File: config.mk
export PLATFORM = sky130hd
export DESIGN_NAME = nvm_unlock_erase_eeprom_write
export DESIGN_NICKNAME = d
export VERILOG_FILES = /design/src/design/nvm_unlock_erase_eeprom_write.v
export VERILOG_INCLUDE_DIRS = /design/src /design/src/design
export SDC_FILE = /design/constraint.sdc
export NUM_CORES = 1
export LEC_CHECK = 0
export BUFFER_PORTS_ARGS = -buffer_cell sky130_fd_sc_hd__buf_2
export CAP_MARGIN = 20
export CELL_PAD_IN_SITES_DETAIL_PLACEMENT = 1
export CELL_PAD_IN_SITES_GLOBAL_PLACEMENT = 1
export CORE_ASPECT_RATIO = 1.75
export CORE_UTILIZATION = 48
export CTS_BUF_LIST = sky130_fd_sc_hd__clkbuf_8
export CTS_CLUSTER_DIAMETER = 30
export CTS_CLUSTER_SIZE = 8
export DETAILED_ROUTE_END_ITERATION = 10
export PLACE_DENSITY = 0.9
export SKIP_CTS_REPAIR_TIMING = 1
export SLEW_MARGIN = 30
export SYNTH_ARGS = -nofsm -noshare
export SYNTH_HDL_FRONTEND = slang
export SYNTH_SLANG_ARGS = --single-unit
File: constraint.sdc
create_clock -name i_clk -period 3.9 [get_ports i_clk]
set_clock_uncertainty 0.1 [all_clocks]
set_input_delay 0.39 -clock i_clk [delete_from_list [all_inputs] [get_ports i_clk]]
set_output_delay 0.39 -clock i_clk [all_outputs]
set_load 0.03 [all_outputs]
File: src/design/nvm_seq_map.vh
`ifndef NVM_SEQ_MAP_VH
`define NVM_SEQ_MAP_VH

// Register offsets
`define OFS_CTRL        3'h0
`define OFS_KEY         3'h1
`define OFS_ADDR_LO     3'h2
`define OFS_ADDR_HI     3'h3
`define OFS_DATA        3'h4
`define OFS_STATUS      3'h5

// Control register fields
`define CTRL_START      1
`define CTRL_WRITE_ENABLE_BIT       2
`define CTRL_LATCH      3
`define CTRL_ERASE      4
`define CTRL_REGION     5

// Status register fields
`define STAT_DONE       0
`define STAT_IRQ_EN     1

// Unlock keys
`define KEY_FIRST       8'h55
`define KEY_SECOND      8'hAA

// EEPROM window in the upper address byte
`define EE_PAGE         7'h70
// User ID locations in the configuration region
`define UID_LAST        15'h0003

// Row geometry
`define ROW_WORDS       32
`define WORD_BITS       14
`define ERASED_WORD     14'h3FFF
`define ERASED_BYTE     14'h00FF

// Timing
`define CLK_PERIOD_NS   10
`define EE_WRITE_NS     4000000
`define ROW_ERASE_NS    2000000

`endif

File: src/design/nvm_unlock_erase_eeprom_write.v
// Function
// - Keys 55h then AAh then start bit, in that order, before any operation.
// - Sequence tracking begins at the first unlock key register write.
// - EEPROM write stores one data byte after an automatic byte erase.
// - EEPROM write runs in the background without stalling the CPU.
// - EEPROM done clears start, sets done flag, may interrupt, keeps enable.
// - Software clearing start during an EEPROM write is ignored.
// - Flash erased only by whole rows; writes never erase.
// - Row erase hits flash with region clear, user IDs when set.
// - Protected flash row: clear start, no erase.
// - Flash row erase stalls CPU, then sets done flag and may interrupt.
// - Row erase leaves write latches and write enable untouched.
// - Broken unlock sequence loads no latch and starts nothing.
// - Code protection blocks all register-driven reads, writes and erases.
// - A row is 32 words of 14 bits; erase clears them all.
// - Upper ten address bits pick the row, lower five the word.
`timescale 1ns/100ps
`include "nvm_seq_map.vh"
module nvm_unlock_erase_eeprom_write #(
    parameter EE_WRITE_NS  = `EE_WRITE_NS,
    parameter ROW_ERASE_NS = `ROW_ERASE_NS,
    parameter ROW_WORDS    = `ROW_WORDS
) (
    input  wire        i_clk,
    input  wire        i_rst_b,
    input  wire [2:0]  i_addr,
    input  wire [7:0]  i_wdata,
    input  wire        i_wr,
    input  wire        i_rd,
    output reg  [7:0]  o_rdata,
    input  wire        i_code_protect,
    input  wire [9:0]  i_protect_rows,
    output reg         o_mem_wr,
    output reg         o_mem_region,
    output reg  [14:0] o_mem_addr,
    output reg  [13:0] o_mem_wdata,
    output wire        o_cpu_stall,
    output wire        o_busy,
    output wire        o_irq_req
);

    // Wait counts round up, never short of the stated time
    localparam EE_CYC  = (EE_WRITE_NS + `CLK_PERIOD_NS - 1) / `CLK_PERIOD_NS;
    localparam ROW_CYC = (ROW_ERASE_NS + `CLK_PERIOD_NS - 1) / `CLK_PERIOD_NS;

    localparam K_IDLE = 2'b00;
    localparam K_55   = 2'b01;
    localparam K_AA   = 2'b10;

    localparam S_IDLE = 2'b00;
    localparam S_EE   = 2'b01;
    localparam S_ROW  = 2'b10;
    localparam S_HOLD = 2'b11;

    reg  [1:0]  key_state;
    reg  [1:0]  state;
    reg         write_enable_bit;
    reg         latch_only_bit;
    reg         erase_sel_bit;
    reg         region_select_bit;
    reg  [7:0]  addr_lo;
    reg  [6:0]  addr_hi;
    reg  [7:0]  write_data_reg;
    reg         memory_done_flag;
    reg         done_irq_enable;
    reg  [31:0] wait_cnt;
    reg  [4:0]  word_idx;
    reg         op_region;
    reg  [9:0]  op_row;
    reg  [7:0]  op_byte;
    reg  [7:0]  op_data;
    reg  [5:0]  words_left;
    reg  [7:0]  next_rdata;

    wire [14:0] target_address_pair = {addr_hi, addr_lo};
    wire        ctrl_wr   = i_wr && (i_addr == `OFS_CTRL);
    wire        key_wr    = i_wr && (i_addr == `OFS_KEY);
    wire        start_req = ctrl_wr && i_wdata[`CTRL_START];
    wire        idle      = (state == S_IDLE);
    // Launch only straight after the two keys
    wire        unlocked  = start_req && (key_state == K_AA) && idle;
    // region, erase bit and EEPROM page pick the byte path
    wire        ee_ok     = region_select_bit && !erase_sel_bit
                            && (addr_hi == `EE_PAGE);
    wire        row_prot  = !region_select_bit
                            && (target_address_pair[14:5] < i_protect_rows);
    wire        uid_ok    = !region_select_bit
                            || (target_address_pair <= `UID_LAST);
    wire        done_set;

    wire        launch_ok;
    wire        launch_ee;
    wire        launch_row;
    wire        row_emit;

    // Control bits are the ones held before the start write
    // nothing starts without the full sequence
    assign launch_ok  = unlocked && write_enable_bit && !i_code_protect
                        && !latch_only_bit;
    assign launch_ee  = launch_ok && ee_ok;
    // only explicit row erases clear flash
    assign launch_row = launch_ok && !ee_ok && erase_sel_bit && !row_prot && uid_ok;
    // one erase pulse per remaining word
    assign row_emit   = (state == S_ROW) && (words_left != 6'h00);

    // key tracking starts on the key register
    // any other access drops the sequence
    always @(posedge i_clk or negedge i_rst_b) begin
        if (!i_rst_b) begin
            key_state <= K_IDLE;
        end else if (i_wr || i_rd) begin
            case (key_state)
                K_IDLE: begin
                    if (key_wr && i_wdata == `KEY_FIRST) begin
                        key_state <= K_55;
                    end
                end
                // A fresh 55h restarts the count
                K_55: begin
                    if (key_wr && i_wdata == `KEY_SECOND) begin
                        key_state <= K_AA;
                    end else if (key_wr && i_wdata == `KEY_FIRST) begin
                        key_state <= K_55;
                    end else begin
                        key_state <= K_IDLE;
                    end
                end
                K_AA: begin
                    // start bit is the last step
                    key_state <= (key_wr && i_wdata == `KEY_FIRST) ? K_55 : K_IDLE;
                end
                default: begin
                    key_state <= K_IDLE;
                end
            endcase
        end
    end

    // Software-visible control and data registers
    always @(posedge i_clk or negedge i_rst_b) begin
        if (!i_rst_b) begin
            write_enable_bit  <= 1'b0;
            latch_only_bit    <= 1'b0;
            erase_sel_bit     <= 1'b0;
            region_select_bit <= 1'b0;
            addr_lo           <= 8'h00;
            addr_hi           <= 7'h00;
            write_data_reg    <= 8'h00;
            done_irq_enable   <= 1'b0;
        end else if (i_wr) begin
            case (i_addr)
                // enable bit only changes by software
                `OFS_CTRL: begin
                    write_enable_bit  <= i_wdata[`CTRL_WRITE_ENABLE_BIT];
                    latch_only_bit    <= i_wdata[`CTRL_LATCH];
                    erase_sel_bit     <= i_wdata[`CTRL_ERASE];
                    region_select_bit <= i_wdata[`CTRL_REGION];
                end
                `OFS_ADDR_LO: begin
                    addr_lo <= i_wdata;
                end
                `OFS_ADDR_HI: begin
                    addr_hi <= i_wdata[6:0];
                end
                `OFS_DATA: begin
                    write_data_reg <= i_wdata;
                end
                `OFS_STATUS: begin
                    done_irq_enable <= i_wdata[`STAT_IRQ_EN];
                end
                default: begin
                    write_data_reg <= write_data_reg;
                end
            endcase
        end
    end

    // Done flag: hardware set beats a write-one clear
    // set on completion
    always @(posedge i_clk or negedge i_rst_b) begin
        if (!i_rst_b) begin
            memory_done_flag <= 1'b0;
        end else if (done_set) begin
            memory_done_flag <= 1'b1;
        end else if (i_wr && i_addr == `OFS_STATUS && i_wdata[`STAT_DONE]) begin
            memory_done_flag <= 1'b0;
        end
    end

    assign done_set = (state == S_HOLD);

    // word count kept apart from erase time
    // A short erase time would otherwise drop the tail of the row
    always @(posedge i_clk or negedge i_rst_b) begin
        if (!i_rst_b) begin
            words_left <= 6'h00;
        end else if (launch_row) begin
            words_left <= ROW_WORDS[5:0];
        end else if (row_emit) begin
            words_left <= words_left - 6'h01;
        end
    end

    // Operation sequencer
    always @(posedge i_clk or negedge i_rst_b) begin
        if (!i_rst_b) begin
            state        <= S_IDLE;
            wait_cnt     <= 32'h00000000;
            word_idx     <= 5'h00;
            op_region    <= 1'b0;
            op_row       <= 10'h000;
            op_byte      <= 8'h00;
            op_data      <= 8'h00;
            o_mem_wr     <= 1'b0;
            o_mem_region <= 1'b0;
            o_mem_addr   <= 15'h0000;
            o_mem_wdata  <= 14'h0000;
        end else begin
            o_mem_wr <= 1'b0;
            case (state)
                S_IDLE: begin
                    if (launch_ok) begin
                        op_region <= region_select_bit;
                        op_row    <= target_address_pair[14:5];
                        op_byte   <= addr_lo;
                        op_data   <= write_data_reg;
                        word_idx  <= 5'h00;
                        if (launch_ee) begin
                            state        <= S_EE;
                            wait_cnt     <= EE_CYC[31:0];
                            o_mem_wr     <= 1'b1;
                            o_mem_region <= 1'b1;
                            o_mem_addr   <= target_address_pair;
                            o_mem_wdata  <= `ERASED_BYTE;
                        end else if (launch_row) begin
                            state    <= S_ROW;
                            wait_cnt <= ROW_CYC[31:0];
                        end
                    end
                end
                S_EE: begin
                    if (wait_cnt > 32'h00000001) begin
                        wait_cnt <= wait_cnt - 32'h00000001;
                    end else begin
                        o_mem_wr    <= 1'b1;
                        o_mem_region <= 1'b1;
                        o_mem_addr  <= {`EE_PAGE, op_byte};
                        o_mem_wdata <= {6'h00, op_data};
                        state       <= S_HOLD;
                    end
                end
                // region picks flash or user IDs
                // all words of the row are blanked
                // row from upper ten bits, word from lower five
                S_ROW: begin
                    if (row_emit) begin
                        o_mem_wr     <= 1'b1;
                        o_mem_region <= op_region;
                        o_mem_addr   <= {op_row, word_idx};
                        o_mem_wdata  <= `ERASED_WORD;
                        word_idx     <= word_idx + 5'h01;
                    end
                    if (wait_cnt > 32'h00000001) begin
                        wait_cnt <= wait_cnt - 32'h00000001;
                    end else if (words_left < 6'h02) begin
                        state <= S_HOLD;
                    end
                end
                S_HOLD: begin
                    state <= S_IDLE;
                end
                default: begin
                    state <= S_IDLE;
                end
            endcase
        end
    end

    // CPU held for the whole row erase
    assign o_cpu_stall = (state == S_ROW);
    assign o_busy      = !idle;
    // interrupt request gated by the enable
    assign o_irq_req   = memory_done_flag && done_irq_enable;

    // Read mux; the flop below gives data one cycle after the strobe
    always @* begin
        next_rdata = 8'h00;
        if (i_rd) begin
            case (i_addr)
                `OFS_CTRL: begin
                    next_rdata = {2'b00, region_select_bit, erase_sel_bit,
                                  latch_only_bit, write_enable_bit, o_busy, 1'b0};
                end
                // Keys are write only
                `OFS_KEY: begin
                    next_rdata = 8'h00;
                end
                `OFS_ADDR_LO: begin
                    next_rdata = addr_lo;
                end
                `OFS_ADDR_HI: begin
                    next_rdata = {1'b0, addr_hi};
                end
                `OFS_DATA: begin
                    next_rdata = i_code_protect ? 8'h00 : write_data_reg;
                end
                `OFS_STATUS: begin
                    next_rdata = {6'h00, done_irq_enable, memory_done_flag};
                end
                default: begin
                    next_rdata = 8'h00;
                end
            endcase
        end
    end

    // Zero outside the cycle after a read strobe
    always @(posedge i_clk or negedge i_rst_b) begin
        if (!i_rst_b) begin
            o_rdata <= 8'h00;
        end else begin
            o_rdata <= next_rdata;
        end
    end

endmodule

==> parameters.txt <==
Parameter                              Value

Timing
  Max Clk Rate    288.5 MHz
  Headroom to the max-slew limit    between 40 and 50%
  Post-Route Setup TNS    0 ns
  Worst-margin pin slew    just under 0.9 ns
  Count of final max-slew check failures    0
  Minimum setup slack in the final design    between 0.4 and 0.5 ns
  RSZ-0062 raised after global routing    no
  Fin crit share    between 80% and 90%
  Count of endpoints failing setup in the final report    0
  Time the worst path needs with I/O delays and setup    3.466 ns
  Final Hold Fails    0

Floorplanning
  Row count    58
  Top-level port count    68
  Chip Width    94.03 um
  Starting density of the core    between 40 and 50%
  Total Die Area    about 15000 um2
  Height of the die    approximately 160 um
  Core region area    between 10000 and 15000 um2

Power and ir drop
  Logic pwr share    a little over an eighth
  Max VDD drop    approximately 0.3 mV
  Switching pwr    about 0.0011 W
  Power density over the cells    406.7 nW/um2
  Sequential group share of total power    between 40% and 50%
  Cell-internal power    ~0.0021 W
  Sw Share    34.61%
  Portion of total power attributed to the clock network    36.9%
  Static leakage    3.902 nW

Yosys
  Syn_nets    756
  Cells after synthesis    712
  Ys Warns    0
  Share of the synthesized area in the top cell type    a little under half
  Share of flip-flops with an asynchronous set or reset    100.0%
  Flip-flop and latch count after synthesis    around 130
  Top cell types by occurrence after synthesis    sky130_fd_sc_hd__dfrtp_1 (134), sky130_fd_sc_hd__nand2_1 (64), sky130_fd_sc_hd__nor2_1 (59), sky130_fd_sc_hd__mux2_2 (54), sky130_fd_sc_hd__a21oi_1 (40)
  Mean cell area of the mapped netlist    around 10 um2
  Primary flip-flop cell chosen by synthesis mapping    sky130_fd_sc_hd__dfrtp_1
  EDFF count, synth    0
  Total standard cell area after synthesis    7114 um2
  Dominant cell by count in the synthesized netlist    sky130_fd_sc_hd__dfrtp_1
  Count of different cell masters after synthesis    70
  Most area-hungry cell type in the Yosys netlist    sky130_fd_sc_hd__dfrtp_1
  Sequential fraction of the synthesis area    47.13%
  Main area contributors after synthesis    sky130_fd_sc_hd__dfrtp_1 (47%), sky130_fd_sc_hd__mux2_2 (8.5%), sky130_fd_sc_hd__nand2_1 (3.4%)

Worst hold path
  WHS Path Cells    2
  Critical hold path startpoint    i_rd
  Type of the tightest min-delay check    input port to flop
  Hold worst-path end    o_rdata[0]

Job
  Number of max-cap violations    0

Routing
  Number of DRC markers after the initial detailed-route iteration    364
  Average routed wire per standard cell    ~25 um
  Post-detailed-route via-to-cell ratio    about 6.6
  Vias    6402
  Total length of routed met3 wires    between 800 and 900 um
  Count of antenna-violating nets left after detailed routing    0
  M1 WL    about 8.3 mm
  Total met2 wirelength after detailed routing    around 13 mm
  Routed WL    between 20 and 25 mm
  Remaining DRCs    0
  Uppermost layer routed    met4
  First-pass iteration count of the detailed router    5

CTS
  CTS tree    done
  Clock slew at reported path FFs    0.09 ns
  Sinks on the clock net    about 130
  Later-pin clock latency in the skew report    approximately 0.47 ns
  Maximum buffer depth of the clock tree    2
  Maximum level of the CTS H-tree    4
  Root buffer cell    sky130_fd_sc_hd__clkbuf_8
  Clock buffer count from CTS    17

Cells and area
  Layout net count    between 800 and 900
  Synthesis-to-finish area growth    13.52%
  Non-Filler Instances    just under 1000
  Number of diodes added for antenna fixing    0
  Max reg flops    32
  Largest register by flop count    wait_cnt
  Post-layout utilization of the core    55.93%
  Fraction of final layout cells sized beyond drive strength 1    23.16%
  Registers with the highest flip-flop counts    wait_cnt (32), o_mem_addr (15), op_row (10)
  Post-route cell area    slightly above 8000 um2

Placed design
  Hpwl dp    between 15 and 20 mm
  Instance count after placement with tap cells included    approximately 930
  Worst slack at placement    between 0.4 and 0.5 ns
  I/O Buffers    67
  Routability congestion estimate from global placement    0.9519
  Placed standard-cell area    about 7700 um2

GRT
  Global-route wire length before repair    around 38 mm
  Vias in the first global route    between 7000 and 8000
  Overall overflow remaining after global route    0
  Initial antenna violation count    0
  Global-route usage over all layers    between 30% and 40%
  Maximum number of pins on one net before global-route repair    70

Setup path
  RR Startpoint    wait_cnt[19]
  Maximum fanout encountered on the critical timing path    28
  CP top delay family    simple AND/OR/NAND/NOR gates
  Slowest CP cell    sky130_fd_sc_hd__or4b_1
  Worst path cell trace    or4_1 -> or4b_1 -> nor4_4 -> o221ai_4 -> buf_4 -> o31ai_1
  Endpoint class of the critical path    flop
  Largest incremental delay on the critical path    0.72 ns
  Setup CP Type    flop to flop
  Worst Reg2Reg Path Length in Cells    6
  Terminus of the critical flop-to-flop path    o_mem_addr[2]
  Arrival time of the worst setup path    around 3.7 ns
  Required arrival time at the worst endpoint    4.17 ns
  Critical Path Source    wait_cnt[19]
  Crit start category    flop
  Worst Path Buf+Inv    1
  Reg2Reg Setup Slack    between 0.4 and 0.5 ns

Outcome
  Status    completed
[layout make-up]
class,count,area [um2]
clock inverters,15,175.2
repair buffers,86,499.2
flip-flops and latches,134,3353
clock buffers,17,234.0
inverters,24,90.09
well taps,180,225.2
fillers,1627,6365
multi-input cells,510,3500
[worst max-delay path by stage]
stage | to | cells past startpoint
floorplan | o_mem_addr[4] | 10
global placement | o_mem_addr[4] | 6
detailed placement | wait_cnt[21] | 7
CTS | o_mem_addr[2] | 6
global route | o_mem_addr[2] | 6
finish | o_mem_addr[2] | 6
[metrics by stage]
| stage | hold WS, ns | power, W |
|---|---|---|
| 2_1_floorplan | -0.005591 | 0.001860 |
| 3_3_place_gp | 0.3578 | 0.002043 |
| 3_5_place_dp | 0.3617 | 0.002080 |
| 4_1_cts | 0.0009182 | 0.003284 |
| 5_1_grt | 0.1049 | 0.003380 |
| 6_report | 0.09568 | 0.003284 |
[cells by family after synthesis]
logic type / Yosys count / synth area share [%]
AOI/OAI and AO/OA: 184 / 18.29
xor gates and xnor gates: 7 / 0.8618
DFF: 134 / 47.13
and+or+nand+nor: 242 / 17.29
buffers and inverters: 68 / 3.940
muxes: 59 / 9.321
adders and majority gates: 18 / 3.166
[power groups by stage]
| stage | registers [W] | clock network (W) | logic (W) |
|---|---|---|---|
| 2_1_floorplan | 0.00167 | 0 | 0.000193 |
| 3_3_place_gp | 0.00164 | 0 | 0.000405 |
| 3_5_place_dp | 0.00165 | 0 | 0.000433 |
| 4_1_cts | 0.00162 | 0.00121 | 0.000447 |
| 5_1_grt | 0.00164 | 0.00126 | 0.000481 |
| 6_report | 0.00163 | 0.00121 | 0.000444 |
[placed cells by master, fill, tap and decap left out, types with 4 or more instances in the layout]
cell	synthesis	final
sky130_fd_sc_hd__a21oi_1	40	40
sky130_fd_sc_hd__nor3b_1	4	4
sky130_fd_sc_hd__o21ai_1	7	7
sky130_fd_sc_hd__nand2b_1	11	11
sky130_fd_sc_hd__a211o_1	6	6
sky130_fd_sc_hd__or4_1	4	4
sky130_fd_sc_hd__ha_1	18	18
sky130_fd_sc_hd__and2_1	4	4
sky130_fd_sc_hd__a31oi_1	17	17
sky130_fd_sc_hd__a211oi_1	4	4
sky130_fd_sc_hd__nor4_1	11	11
sky130_fd_sc_hd__o21ai_0	24	24
sky130_fd_sc_hd__a21o_1	8	8
sky130_fd_sc_hd__clkinv_8	0	4
sky130_fd_sc_hd__nor2_1	59	59
sky130_fd_sc_hd__mux2i_1	4	4
sky130_fd_sc_hd__a221oi_1	6	6
sky130_fd_sc_hd__a22oi_1	8	8
sky130_fd_sc_hd__dfrtp_1	134	134
sky130_fd_sc_hd__buf_4	5	17
sky130_fd_sc_hd__buf_2	5	66
sky130_fd_sc_hd__and3_1	11	11
sky130_fd_sc_hd__clkbuf_8	0	17
sky130_fd_sc_hd__o211ai_1	4	4
sky130_fd_sc_hd__xor2_1	4	4
sky130_fd_sc_hd__or3_1	8	8
sky130_fd_sc_hd__nor3_1	22	22
sky130_fd_sc_hd__inv_1	23	23
sky130_fd_sc_hd__o311a_1	8	8
sky130_fd_sc_hd__o41ai_1	6	6
sky130_fd_sc_hd__nand2_1	64	64
sky130_fd_sc_hd__mux2_2	54	54
sky130_fd_sc_hd__nand4_1	11	11
sky130_fd_sc_hd__o31ai_1	13	13
sky130_fd_sc_hd__inv_8	0	6
sky130_fd_sc_hd__nand3_1	17	17
[layer usage]
layer,global-route usage (%),vias up
met4,23.36,0
met1,34.02,3262
met5,0,-
met2,60.68,255
met3,4.562,113
li1,-,2772
(Power assumes the default switching activity.)
